## src/rtl/opregs_pkg.sv

```systemverilog
package opregs_pkg;
    // ------------------------------------------------------------
    // register offsets (byte addresses from operational base)
    // ------------------------------------------------------------
    localparam logic [7:0]  OFS_PAGE_SIZES   = 8'h08;
    localparam logic [7:0]  OFS_NOTIF_FILTER = 8'h14;
    localparam logic [7:0]  OFS_CRC_LO       = 8'h18;
    localparam logic [7:0]  OFS_CRC_HI       = 8'h1C;
    localparam logic [7:0]  OFS_IRQ_STATUS   = 8'h20;
    localparam logic [7:0]  OFS_IRQ_MASK     = 8'h24;
    localparam logic [7:0]  OFS_DOORBELL     = 8'h28;
    // ------------------------------------------------------------
    // field positions
    // ------------------------------------------------------------
    localparam int          BIT_RCS          = 0;
    localparam int          BIT_STOP         = 1;
    localparam int          BIT_ABORT        = 2;
    localparam int          BIT_RUNNING      = 3;
    localparam int          PTR_LO_LSB       = 6;
    localparam int          PAGE_FIELD_W     = 16;
    localparam int          PAGE_MAX_BIT     = 15;
    localparam int          FUNC_WAKE_TYPE   = 1;
    localparam int          IRQ_W            = 3;
    localparam int          IRQ_NOTIF        = 0;
    localparam int          IRQ_STOPPED      = 1;
    localparam int          IRQ_ABORTED      = 2;
    // ------------------------------------------------------------
    // reset values
    // ------------------------------------------------------------
    localparam logic [15:0] RST_NOTIF_FILTER = 16'h0000;
    localparam logic [15:0] DEF_PAGE_SIZES   = 16'h0001;
    localparam logic [31:0] RST_WORD         = 32'h0000_0000;
endpackage : opregs_pkg

```

## src/rtl/pin_sync.sv

```systemverilog
`timescale 1ns/1ps
// three-stage synchroniser; output moves once stages two and three agree
module pin_sync (
    // clock and reset
    input  wire logic clk_i,
    input  wire logic rst_i,
    // pin in, clean level out
    input  wire logic pin_i,
    output logic      level_o
);
    typedef struct packed {
        logic s1;
        logic s2;
        logic s3;
        logic lvl;
    } sync_s;

    sync_s st_q;
    sync_s st_d;

    always_comb begin
        st_d     = st_q;
        st_d.s1  = pin_i;
        st_d.s2  = st_q.s1;
        st_d.s3  = st_q.s2;
        if (st_q.s2 == st_q.s3) begin
            st_d.lvl = st_q.s3;
        end
    end

    always_ff @(posedge clk_i) begin
        if (rst_i) begin
            st_q <= '0;
        end else begin
            st_q <= st_d;
        end
    end

    assign level_o = st_q.lvl;
endmodule : pin_sync

```

## src/rtl/notif_gate.sv

```systemverilog
`timescale 1ns/1ps
// gates an incoming notification packet by its type against enable bits
module notif_gate
    import opregs_pkg::*;
#(
    parameter int TYPES = 16
) (
    // enable bits and packet
    input  wire logic [TYPES-1:0]         enable_i,
    input  wire logic                     pkt_valid_i,
    input  wire logic [$clog2(TYPES)-1:0] pkt_type_i,
    // result
    output logic                          event_o
);
    assign event_o = pkt_valid_i && enable_i[pkt_type_i];
endmodule : notif_gate

```

## src/rtl/page_notify_cmdring_regs.sv

```systemverilog
`timescale 1ns/1ps
// ----------------------------------------------------------------
// Functional notes
// - bits 15:0 of the page size register are read-only and bit n means 2^(n+12) byte pages.
// - a virtual function reads its chosen system page size, function zero the default size.
// - no page size bit above the one for 128M pages may ever be set.
// - the notification filter holds 16 enable bits, bit index equal to notification type.
// - a received notification whose type is enabled raises an event, others raise none.
// - the notification filter reads all zeros after reset.
// - enable bit 1 gates function wake notifications.
// - the command ring control register is 64 bits at offset 18h and resets to zero.
// - it holds the dequeue pointer, bits 31:6 in the low word and the upper half in the high word.
// - bit 0 cycle state, bit 1 stop, bit 2 abort, bit 3 running, bits 5:4 reserved.
// - running is read-only, sets on doorbell while run is on, clears on stop, abort or run off.
// - writing one to stop halts after the current command and posts a stopped event.
// - writing one to abort ends the command at once, stops and posts a stopped event.
// - cycle state writes are ignored while running, kept for the next fetch, read zero.
// ----------------------------------------------------------------
module page_notify_cmdring_regs
    import opregs_pkg::*;
#(
    parameter int          NTYPES       = 16,
    parameter logic [15:0] PF_PAGE_SIZE = DEF_PAGE_SIZES
) (
    // clock and reset
    input  wire logic                      clk_i,
    input  wire logic                      rst_i,
    // wishbone slave
    input  wire logic                      cyc_i,
    input  wire logic                      stb_i,
    input  wire logic                      we_i,
    input  wire logic [7:0]                adr_i,
    input  wire logic [3:0]                sel_i,
    input  wire logic [31:0]               dat_i,
    output logic      [31:0]               dat_o,
    output logic                           ack_o,
    // function selection
    input  wire logic                      is_vf_i,
    input  wire logic [15:0]               vf_page_size_i,
    // controller run state and ring engine
    input  wire logic                      run_i,
    input  wire logic                      cmd_done_i,
    input  wire logic                      ptr_adv_i,
    input  wire logic [63:0]               ptr_next_i,
    input  wire logic                      ccs_next_i,
    // notification packets from the link
    input  wire logic                      notif_valid_i,
    input  wire logic [$clog2(NTYPES)-1:0] notif_type_i,
    // ring engine controls and events
    output logic                           ring_running_o,
    output logic                           ring_start_o,
    output logic                           stop_req_o,
    output logic                           abort_req_o,
    output logic                           stopped_event_o,
    output logic                           notif_event_o,
    output logic [63:0]                    dequeue_ptr_o,
    output logic                           cycle_state_o,
    output logic                           irq_o
);
    // ------------------------------------------------------------
    // state
    // ------------------------------------------------------------
    typedef enum logic [1:0] {RING_IDLE, RING_RUN, RING_STOPPING} ring_e;

    typedef struct packed {
        logic [31:0]        dat;
        logic               ack;
        logic [NTYPES-1:0]  filter;
        logic [63:6]        ptr;
        logic               ring_cycle_state;
        ring_e              ring;
        logic               running;
        logic               start;
        logic               stop_pend;
        logic               abort_pend;
        logic               stopped_ev;
        logic               notif_ev;
        logic [IRQ_W-1:0]   irq_stat;
        logic [IRQ_W-1:0]   irq_mask;
        logic               irq;
        logic [15:0]        page_sizes;
    } regs_s;

    regs_s st_q;
    regs_s st_d;

    logic notif_hit;
    logic run_sync;

    notif_gate #(
        .TYPES       (NTYPES)
    ) u_gate (
        .enable_i    (st_q.filter),
        .pkt_valid_i (notif_valid_i),
        .pkt_type_i  (notif_type_i),
        .event_o     (notif_hit)
    );

    pin_sync u_run_sync (
        .clk_i   (clk_i),
        .rst_i   (rst_i),
        .pin_i   (run_i),
        .level_o (run_sync)
    );

    // ------------------------------------------------------------
    // next-state logic
    // ------------------------------------------------------------
    logic               req;
    logic               wr;
    logic               full_word;
    logic [IRQ_W-1:0]   ev_set;
    logic [15:0]        page_src;

    always_comb begin
        st_d      = st_q;
        req       = cyc_i && stb_i && !st_q.ack;
        wr        = req && we_i;
        full_word = (sel_i == 4'hF);
        ev_set    = '0;

        st_d.ack        = req;
        st_d.dat        = RST_WORD;
        st_d.start      = 1'b0;
        st_d.stopped_ev = 1'b0;
        st_d.notif_ev   = notif_hit;

        page_src = is_vf_i ? vf_page_size_i : PF_PAGE_SIZE;
        st_d.page_sizes = page_src & 16'((32'd1 << (PAGE_MAX_BIT + 1)) - 32'd1);

        // reads; reserved and unmapped return zero
        if (req && !we_i) begin
            case (adr_i)
                OFS_PAGE_SIZES:   st_d.dat = {16'h0000, st_q.page_sizes};
                OFS_NOTIF_FILTER: st_d.dat = {{(32-NTYPES){1'b0}}, st_q.filter};
                OFS_CRC_LO:       st_d.dat = {st_q.ptr[31:6], 2'b00,
                                              (st_q.ring != RING_IDLE), 3'b000};
                OFS_CRC_HI:       st_d.dat = st_q.ptr[63:32];
                OFS_IRQ_STATUS:   st_d.dat = {{(32-IRQ_W){1'b0}}, st_q.irq_stat};
                OFS_IRQ_MASK:     st_d.dat = {{(32-IRQ_W){1'b0}}, st_q.irq_mask};
                default:          st_d.dat = RST_WORD;
            endcase
        end

        // writes
        if (wr) begin
            case (adr_i)
                OFS_NOTIF_FILTER: begin
                    if (full_word) begin
                        st_d.filter = dat_i[NTYPES-1:0];
                    end
                end
                OFS_CRC_LO: begin
                    if (st_q.ring == RING_IDLE) begin
                        st_d.ptr[31:6] = dat_i[31:6];
                        if (sel_i[0]) begin
                            st_d.ring_cycle_state = dat_i[BIT_RCS];
                        end
                    end else if (sel_i[0]) begin
                        if (dat_i[BIT_ABORT]) begin
                            st_d.abort_pend = 1'b1;
                            st_d.ring       = RING_STOPPING;
                        end else if (dat_i[BIT_STOP]) begin
                            st_d.stop_pend = 1'b1;
                            st_d.ring      = RING_STOPPING;
                        end
                    end
                end
                OFS_CRC_HI: begin
                    if (st_q.ring == RING_IDLE) begin
                        st_d.ptr[63:32] = dat_i;
                    end
                end
                OFS_IRQ_MASK:  st_d.irq_mask = dat_i[IRQ_W-1:0];
                OFS_DOORBELL: begin
                    if (run_sync && st_q.ring == RING_IDLE) begin
                        st_d.ring  = RING_RUN;
                        st_d.start = 1'b1;
                    end
                end
                default: ;
            endcase
        end

        // ring engine follows the dequeue pointer as it consumes commands
        if (ptr_adv_i && st_q.ring != RING_IDLE) begin
            st_d.ptr = ptr_next_i[63:6];
            st_d.ring_cycle_state = ccs_next_i;
        end

        // stop completes after current command; abort completes at once
        if (st_q.ring == RING_STOPPING && (st_q.abort_pend || cmd_done_i)) begin
            st_d.ring       = RING_IDLE;
            st_d.stop_pend  = 1'b0;
            st_d.abort_pend = 1'b0;
            st_d.stopped_ev = 1'b1;
            ev_set[IRQ_STOPPED] = st_q.stop_pend && !st_q.abort_pend;
            ev_set[IRQ_ABORTED] = st_q.abort_pend;
        end
        if (!run_sync) begin
            st_d.ring       = RING_IDLE;
            st_d.stop_pend  = 1'b0;
            st_d.abort_pend = 1'b0;
            st_d.start      = 1'b0;
        end

        ev_set[IRQ_NOTIF] = notif_hit;

        // sticky status: set beats a write-one clear in the same cycle
        if (wr && adr_i == OFS_IRQ_STATUS) begin
            st_d.irq_stat = st_q.irq_stat & ~dat_i[IRQ_W-1:0];
        end
        st_d.irq_stat = st_d.irq_stat | ev_set;
        st_d.running  = (st_d.ring != RING_IDLE);
        st_d.irq      = |(st_d.irq_stat & st_d.irq_mask);
    end

    always_ff @(posedge clk_i) begin
        if (rst_i) begin
            st_q        <= '0;
            st_q.filter <= NTYPES'(RST_NOTIF_FILTER);
            st_q.ring   <= RING_IDLE;
        end else begin
            st_q <= st_d;
        end
    end

    // ------------------------------------------------------------
    // outputs
    // ------------------------------------------------------------
    assign dat_o           = st_q.dat;
    assign ack_o           = st_q.ack;
    assign ring_running_o  = st_q.running;
    assign ring_start_o    = st_q.start;
    assign stop_req_o      = st_q.stop_pend;
    assign abort_req_o     = st_q.abort_pend;
    assign stopped_event_o = st_q.stopped_ev;
    assign notif_event_o   = st_q.notif_ev;
    assign dequeue_ptr_o   = {st_q.ptr, 6'b00_0000};
    assign cycle_state_o   = st_q.ring_cycle_state;
    assign irq_o           = st_q.irq;
endmodule : page_notify_cmdring_regs

```

## config.mk

```make
export PLATFORM = sky130hd
export DESIGN_NAME = page_notify_cmdring_regs
export DESIGN_NICKNAME = d
export VERILOG_FILES = /design/src/rtl/opregs_pkg.sv /design/src/rtl/pin_sync.sv /design/src/rtl/notif_gate.sv /design/src/rtl/page_notify_cmdring_regs.sv
export SDC_FILE = /design/constraint.sdc
export NUM_CORES = 1
export LEC_CHECK = 0
export ABC_AREA = 1
export BUFFER_PORTS_ARGS = -buffer_cell sky130_fd_sc_hd__buf_2
export CAP_MARGIN = 25
export CORE_MARGIN = 3
export CORE_UTILIZATION = 40
export CTS_CLUSTER_DIAMETER = 150
export CTS_CLUSTER_SIZE = 30
export DETAILED_ROUTE_END_ITERATION = 10
export HOLD_SLACK_MARGIN = 0.12
export PLACE_DENSITY = 0.71
export SYNTH_ARGS = -nofsm -noshare
export SYNTH_HDL_FRONTEND = slang
export SYNTH_SLANG_ARGS = --single-unit
```

## constraint.sdc

```tcl
create_clock -name clk_i -period 2.1 [get_ports clk_i]
set_input_delay 0.21 -clock clk_i [delete_from_list [all_inputs] [get_ports clk_i]]
set_output_delay 0.21 -clock clk_i [all_outputs]
set_load 0.05 [all_outputs]
```

==> results.ini, run 1 <==
[run_status]
status=complete, no violations

[layout]
synthToLayoutAreaGrowth_pct=33.01
drive_above_1_share_pct=25.98
antenna_cells=0
final_util_pct=55.48
final_net_count=1301
fin_cells=1390
layout_common_cells=buf_2 (231), nand2_1 (171), dfxtp_1 (143)
layout_commonest_cell=buf_2

[clock_network]
clk_pin_slew_ps=50
clock_tree.htree_level_count=4
ctsLongestPathBuffers=2
clock_latency_ps=420
cts-root-buf=clkbuf_16
numClockSinks=143
cts_tree=yes
cts_buffers=17

[sta]
rsz0062_at_grt=true
finalCriticalPeriod_ps=1970
setup_viol=0
fin_skew_ps=7.980
hold_viol_final=0
fmax_ghz=0.5076
tightest_slew_ps=850.9
finalMaxSlewViolations=0
post-route-period-util_pct=93.82
slew_headroom_pct=43.21
setup_ws_ps=129.8

[synthesis]
synthMuxAreaShare_pct=0
synth-simple-area-share_pct=20.77
syn_inst=937
synth_top_family_by_area=simple AND/OR/NAND/NOR gates
synth-compound-area-share_pct=18.04
synth-seq-cells=143
synth-adder-area-share_pct=0
synth-seq-area-share_pct=42.28
yosysWarnings=0
netlist_area_mm2=0.006770
avgSynthCellArea_um2=7.225
netlist-cell-type-count=31
synthXorXnorAreaFrac_pct=0

[detailed_routing]
first_pass_iters=5
routed_wl_um=22120
drc=0
wl_per_cell_um=15.91
ant_nets=0
dr_total_vias=6866
drt-initial-drc-count=420
via_per_inst=4.940

[die]
initial_core_util_pct=41.71
die_h_um=136.1
rows=46
core-area_mm2=0.01623
dieArea_mm2=0.01852
ioPinCount=244
fp.dieW_um=136.1

[critical_path]
path_cells=dlygate4sd3_1 > buf_2 > inv_1 > nor3_1 > nand2_1 > buf_4 > o21ai_2 > inv_1 > nand2_1 > a21oi_1
slowest_stage=dlygate4sd3_1
cpPeakStageDelay_ps=520
crit_type=input pin to flip-flop
worstSetupEndpointType=flip-flop
arrival_ps=2240
startpoint_type=input pin
crit_fanout=20
crit_required_ps=2370

[job]
drv_cap=0

[placement]
gp_congestion=0.8469
pre_cts_ws_ps=215.5
hpwlAfterDp_um=15000
placement.io_buffers=231
placed_cells=1270

[global_routing]
grt_use_total_pct=23.57
grt_max_degree=77
grt_pass1_wl_um=33700
grt_pass1_vias=6577
grt_overflow=0
antenna_found_initial=0

[power]
p_leak_nw=4.206
p_per_area_mw_per_mm2=719.2
max-vdd-ir-drop_mv=0.5458

[hold_path]
hp-class=input pin to flip-flop

==> synthesized netlist by cell type <==
library cell / count / share of area (%)
a21oi_1: 127 / 9.4
a22oi_1: 29 / 3.2
a31oi_1: 1 / 0.092
buf_1: 2 / 0.11
buf_2: 21 / 1.6
buf_4: 97 / 11
buf_6: 3 / 0.50
clkbuf_1: 21 / 1.2
clkinv_1: 3 / 0.17
conb_1: 1 / 0.055
dfxtp_1: 143 / 42
inv_1: 78 / 4.3
inv_2: 5 / 0.28
nand2_1: 171 / 9.5
nand2_2: 2 / 0.18
nand3_1: 47 / 3.5
nand4_1: 3 / 0.28
nor2_1: 85 / 4.7
nor2_2: 5 / 0.46
nor2_4: 1 / 0.17
nor3_1: 20 / 1.5
nor3_4: 1 / 0.24
nor3b_1: 1 / 0.11
nor4_1: 1 / 0.092
o2111ai_1: 1 / 0.13
o21ai_0: 42 / 3.1
o21ai_1: 22 / 1.6
o21ai_2: 1 / 0.13
o21ai_4: 1 / 0.24
o31ai_1: 1 / 0.11
or2_1: 1 / 0.092
==> per-stage QoR <==
stage,instance area [µm²],hold WS [ps],TNS (ps),total power [mW]
final,9005,133.1,0,6.476
after global routing,9005,130.7,-3.676,6.685
after CTS,9005,120.1,0,6.523
after detailed placement,7480,401.1,0,3.140
after global placement,7480,394.4,0,3.136
after floorplan,6789,305.9,0,2.964
==> power breakdown <==
part	switching, mW	internal (mW)	leakage [nW]	total [mW]
combinational	0.239	0.243	2.74	0.482
sequential	0.00650	2.73	1.15	2.74
clock	1.13	2.12	0.312	3.26
==> worst max-delay path, delay by kind of cell <==
family                 cells  cell delay (ps)
AOI/OAI and AO/OA          2              220
buffers and inverters      5             1290
and+or+nand+nor            3              510
==> state kept, by name, summed over array words and instances, names as in the netlist, 2 cells and up <==
signal	flops
st_q	40
dequeue_ptr_o	58
u_run_sync.st_d	2
dat_o	32
==> area by class of cell <==
cell class,count,area (µm²)
inverters,86,322.8
fillers,1540,7226
clock buffers,19,442.9
repair buffers,345,2247
clock inverters,12,191.4
flip-flops and latches,143,2863
multi-input cells,569,2668
well taps,216,270.3
==> path summary, 6_finish.rpt <==
path                            from                  to  slack, ps  cells after the start
setup reg to reg            st_q[29]   dequeue_ptr_o[40]        160                      7
hold reg to reg   u_run_sync.st_d[2]  u_run_sync.st_d[1]        410                      2
setup / recovery            adr_i[3]   dequeue_ptr_o[59]        130                     10
hold / removal        ptr_next_i[30]   dequeue_ptr_o[30]        130                      3
==> routing by layer <==
| metal | global-route usage, % | part of all wire (%) |
|---|---|---|
| met5 | 0 | 0 |
| met4 | 8.847 | 2.6 |
| met3 | 5.662 | 7.0 |
| met2 | 40.40 | 49 |
| met1 | 28.64 | 41 |
==> kinds of logic after synthesis <==
family / Yosys count
compound gates: 225
buf+inv: 230
flops: 143
other cells: 1
simple gates: 338
==> repair_timing <==
| item | CTS | global route |
|---|---|---|
| endpoints found under the setup margin | 0 | 1 |
| gates resized for setup | 0 | 0 |
| hold buffers | 89 | 0 |
| setup buffers | 0 | 0 |
| hold endpoints to repair | 87 | 0 |
Power figures use the tool's default switching activity.
==> run 2: changes to the inputs <==
--- a/config.mk
+++ b/config.mk
@@ -16,5 +16,7 @@
 export HOLD_SLACK_MARGIN = 0.12
-export PLACE_DENSITY = 0.71
+export PLACE_DENSITY = 0.7
+export SLEW_MARGIN = 5
 export SYNTH_ARGS = -nofsm -noshare
 export SYNTH_HDL_FRONTEND = slang
+export SYNTH_HIERARCHICAL = 1
 export SYNTH_SLANG_ARGS = --single-unit
==> constraint.sdc (replaced) <==
create_clock -name clk_i -period 2.1 [get_ports clk_i]
set_input_delay 0.42 -clock clk_i [delete_from_list [all_inputs] [get_ports clk_i]]
set_output_delay 0.42 -clock clk_i [all_outputs]
set_load 0.05 [all_outputs]
==> run 2 against run 1 <==
Net effect:
- via count decreased by 4.3%
- core utilization decreased by 6.7 points
- count of clock-buffer cells in the layout decreased by 1
- total power increased by 0.74%
- setup slack improved by 190 ps
- critical path type is now flip-flop to flip-flop
==> results.ini, run 2 <==
[layout]
synthToLayoutAreaGrowth_pct=19.07  ; was 33.01%
drive_above_1_share_pct=31.95  ; was 25.98%
final_net_count=1234  ; was 1301
layout_common_cells=buf_2 (231), nand2_1 (214), dfxtp_1 (143)  ; was buf_2 (231), nand2_1 (171), dfxtp_1 (143)
largest_register_ffs=58  ; unchanged
layout_commonest_cell=buf_2  ; unchanged
final_util_pct=48.78  ; was 55.48%

[global_routing]
grt_overflow=0  ; unchanged
grt_pass1_vias=6331  ; was 6577
antenna_found_initial=6  ; was 0
grt_pass1_wl_um=34000  ; was 33700 µm
grt_use_total_pct=21.95  ; was 23.57%
grt_max_degree=37  ; was 77

[die]
fp.dieW_um=139.3  ; was 136.1 µm
dieArea_mm2=0.01941  ; was 0.01852 mm²
initial_core_util_pct=40.97  ; was 41.71%
ioPinCount=244  ; unchanged
core-area_mm2=0.01736  ; was 0.01623 mm²
rows=48  ; was 46
die_h_um=139.3  ; was 136.1 µm

[clock_network]
cts_hold_buffers=0  ; was 89
cts-root-buf=clkbuf_16  ; unchanged
clk_pin_slew_ps=60  ; was 50 ps
cts_setup_buffers=0  ; unchanged
cts_resized=0  ; unchanged
cts_buffers=17  ; unchanged
clock_tree.htree_level_count=4  ; unchanged
numClockSinks=143  ; unchanged
clock_latency_ps=420  ; about the same
ctsLongestPathBuffers=2  ; unchanged
cts_tree=yes  ; unchanged

[sta]
finalCriticalPeriod_ps=1778  ; was 1970 ps
fin_skew_ps=7.966  ; was 7.980 ps
post-route-period-util_pct=84.68  ; was 93.82%
setup_viol=0  ; unchanged
fmax_ghz=0.5623  ; was 0.5076 GHz
hold_viol_final=0  ; unchanged
tns_ps=0  ; unchanged
slew_headroom_pct=61.59  ; was 43.21%
tightest_slew_ps=574.7  ; was 850.9 ps
setup_ws_ps=321.6  ; was 129.8 ps
rsz0062_at_grt=false  ; was true
finalMaxSlewViolations=0  ; unchanged

[synthesis]
netlist_area_mm2=0.007111  ; was 0.006770 mm²
synthArstFlopShare_pct=0  ; unchanged
synth-seq-area-share_pct=40.26  ; was 42.28%
synth-simple-area-share_pct=22.72  ; was 20.77%
synthMuxAreaShare_pct=0  ; unchanged
synth_top_family_by_area=simple AND/OR/NAND/NOR gates  ; unchanged
syn_inst=961  ; was 937
yosysWarnings=6  ; was 0
avgSynthCellArea_um2=7.399  ; was 7.225 µm²
synth-seq-cells=143  ; unchanged
synth_ff_type=dfxtp_1  ; unchanged
synth-compound-area-share_pct=18.39  ; was 18.04%
synth-adder-area-share_pct=0  ; unchanged
synth_edf_count=0  ; unchanged
synth_top_area_cell=dfxtp_1  ; unchanged
netlist-cell-type-count=37  ; was 31
synthXorXnorAreaFrac_pct=0  ; unchanged
synth.top_cells.by_area=dfxtp_1 (40%), nand2_1 (11%), buf_4 (11%)  ; was dfxtp_1 (42%), buf_4 (11%), nand2_1 (9.5%)
ys_top_cells_by_count=nand2_1 (214), dfxtp_1 (143), buf_4 (101), a21oi_1 (99), nor2_1 (77)  ; was nand2_1 (171), dfxtp_1 (143), a21oi_1 (127), buf_4 (97), nor2_1 (85)
yosysMostFrequentCell=nand2_1  ; unchanged
yosys.area.top_type_share_pct=40.26  ; was 42.28%

[critical_path]
startpoint_type=flip-flop  ; was input pin
arrival_ps=2080  ; was 2240 ps
crit_required_ps=2400  ; was 2370 ps
crit_type=flip-flop to flip-flop  ; was input pin to flip-flop
rr_worst_depth=8  ; was 7
crit_fanout=36  ; was 20
rrSetupSlack_ps=320  ; was 160 ps
worstSetupEndpointType=flip-flop  ; unchanged

[placement]
pre_cts_ws_ps=127.0  ; was 215.5 ps
gp_congestion=0.8416  ; was 0.8469
placement.io_buffers=231  ; unchanged
hpwlAfterDp_um=16090  ; was 15000 µm

[detailed_routing]
ant_nets=0  ; unchanged
via_per_inst=4.927  ; was 4.940
drc=0  ; unchanged
drt-initial-drc-count=501  ; was 420
dr_total_vias=6573  ; was 6866
routed_wl_um=21640  ; was 22120 µm
wl_per_cell_um=16.22  ; was 15.91 µm
first_pass_iters=6  ; was 5

[hold_path]
hp-class=input pin to flip-flop  ; unchanged
min_path_cells=3  ; unchanged

[power]
max-vdd-ir-drop_mv=0.5623  ; was 0.5458 mV
p_leak_nw=3.875  ; was 4.206 nW
p_per_area_mw_per_mm2=770.5  ; was 719.2 mW/mm²

[job]
drv_cap=0  ; unchanged

[run_status]
status=complete, no violations  ; unchanged

## run 2: changes by cell type after synthesis, moves of 5 or more
cell     previous run  this run
a21oi_1           127        99
o21a_1              0         8
nor2_1             85        77
o21ai_2             1         6
nor3_1             20         2
buf_6               3         8
a31oi_1             1        16
a21oi_2             0        35
nand2_1           171       214
a22oi_1            29         0
o21ai_1            22        17
nand3_1            47        54
o21ai_0            42        35
## run 2: path summary, 6_finish.rpt
kind,start,to
worst max-delay path,ack_o,dequeue_ptr_o[32]
worst max register to register,ack_o,dequeue_ptr_o[32]
worst min-delay path,run_i,u_run_sync/st_d[2]
worst min register to register,u_run_sync/st_d[2],u_run_sync/st_d[1]
## run 2: metal layers
layer | vias to the layer above | track usage [%] | share of wire [%]
met5 | - | 0 | 0.29
met4 | 10 | 6.128 | 1.7
met3 | 34 | 6.942 | 7.8
met2 | 247 | 35.67 | 47
met1 | 3012 | 28.18 | 43
li1 | 3270 | - | -
## run 2: worst max-delay path: stages (launching register included)
cell	delay, ps
dfxtp_1	310
inv_1	80
nand4_2	240
nor2_8	280
nand2_8	130
nand2_8	270
inv_4	180
nand2_1	120
a21oi_2	50
## run 2: area by class of cell
type,count,area (µm²)
Fill cell,1723,8890
Multi-Input combinational cell,595,2953
Sequential cell,143,2863
Timing Repair Buffer,254,1379
Clock buffer,18,439.2
Inverter,84,320.3
Tap cell,225,281.5
Clock inverter,14,229.0
Antenna cell,1,2.502
## run 2: kinds of logic (layout without fill, tap and decap cells)
family / Yosys count / after routing
simple gates: 369 / 369
flops: 143 / 143
buf+inv: 228 / 370
compound gates: 220 / 220
other cells: 1 / 7
## run 2: metrics by stage
step                hold slack (ps)  area (µm²)  instances  power, mW
finish                        205.5        8467       1334      6.524
global route                  201.2        8467       1334      6.734
detailed placement            394.4        7796       1301      3.159
floorplan                     388.3        7129        966      2.970
CTS                           187.1        8464       1333      6.570
global placement              391.2        7796       1301      3.158
## run 2: report_power, final
part	leakage [nW]	internal (mW)	total [mW]	switching, mW
Clock	0.314	2.17	3.42	1.25
Combinational	2.41	0.143	0.366	0.223
Sequential	1.15	2.73	2.74	0.00630
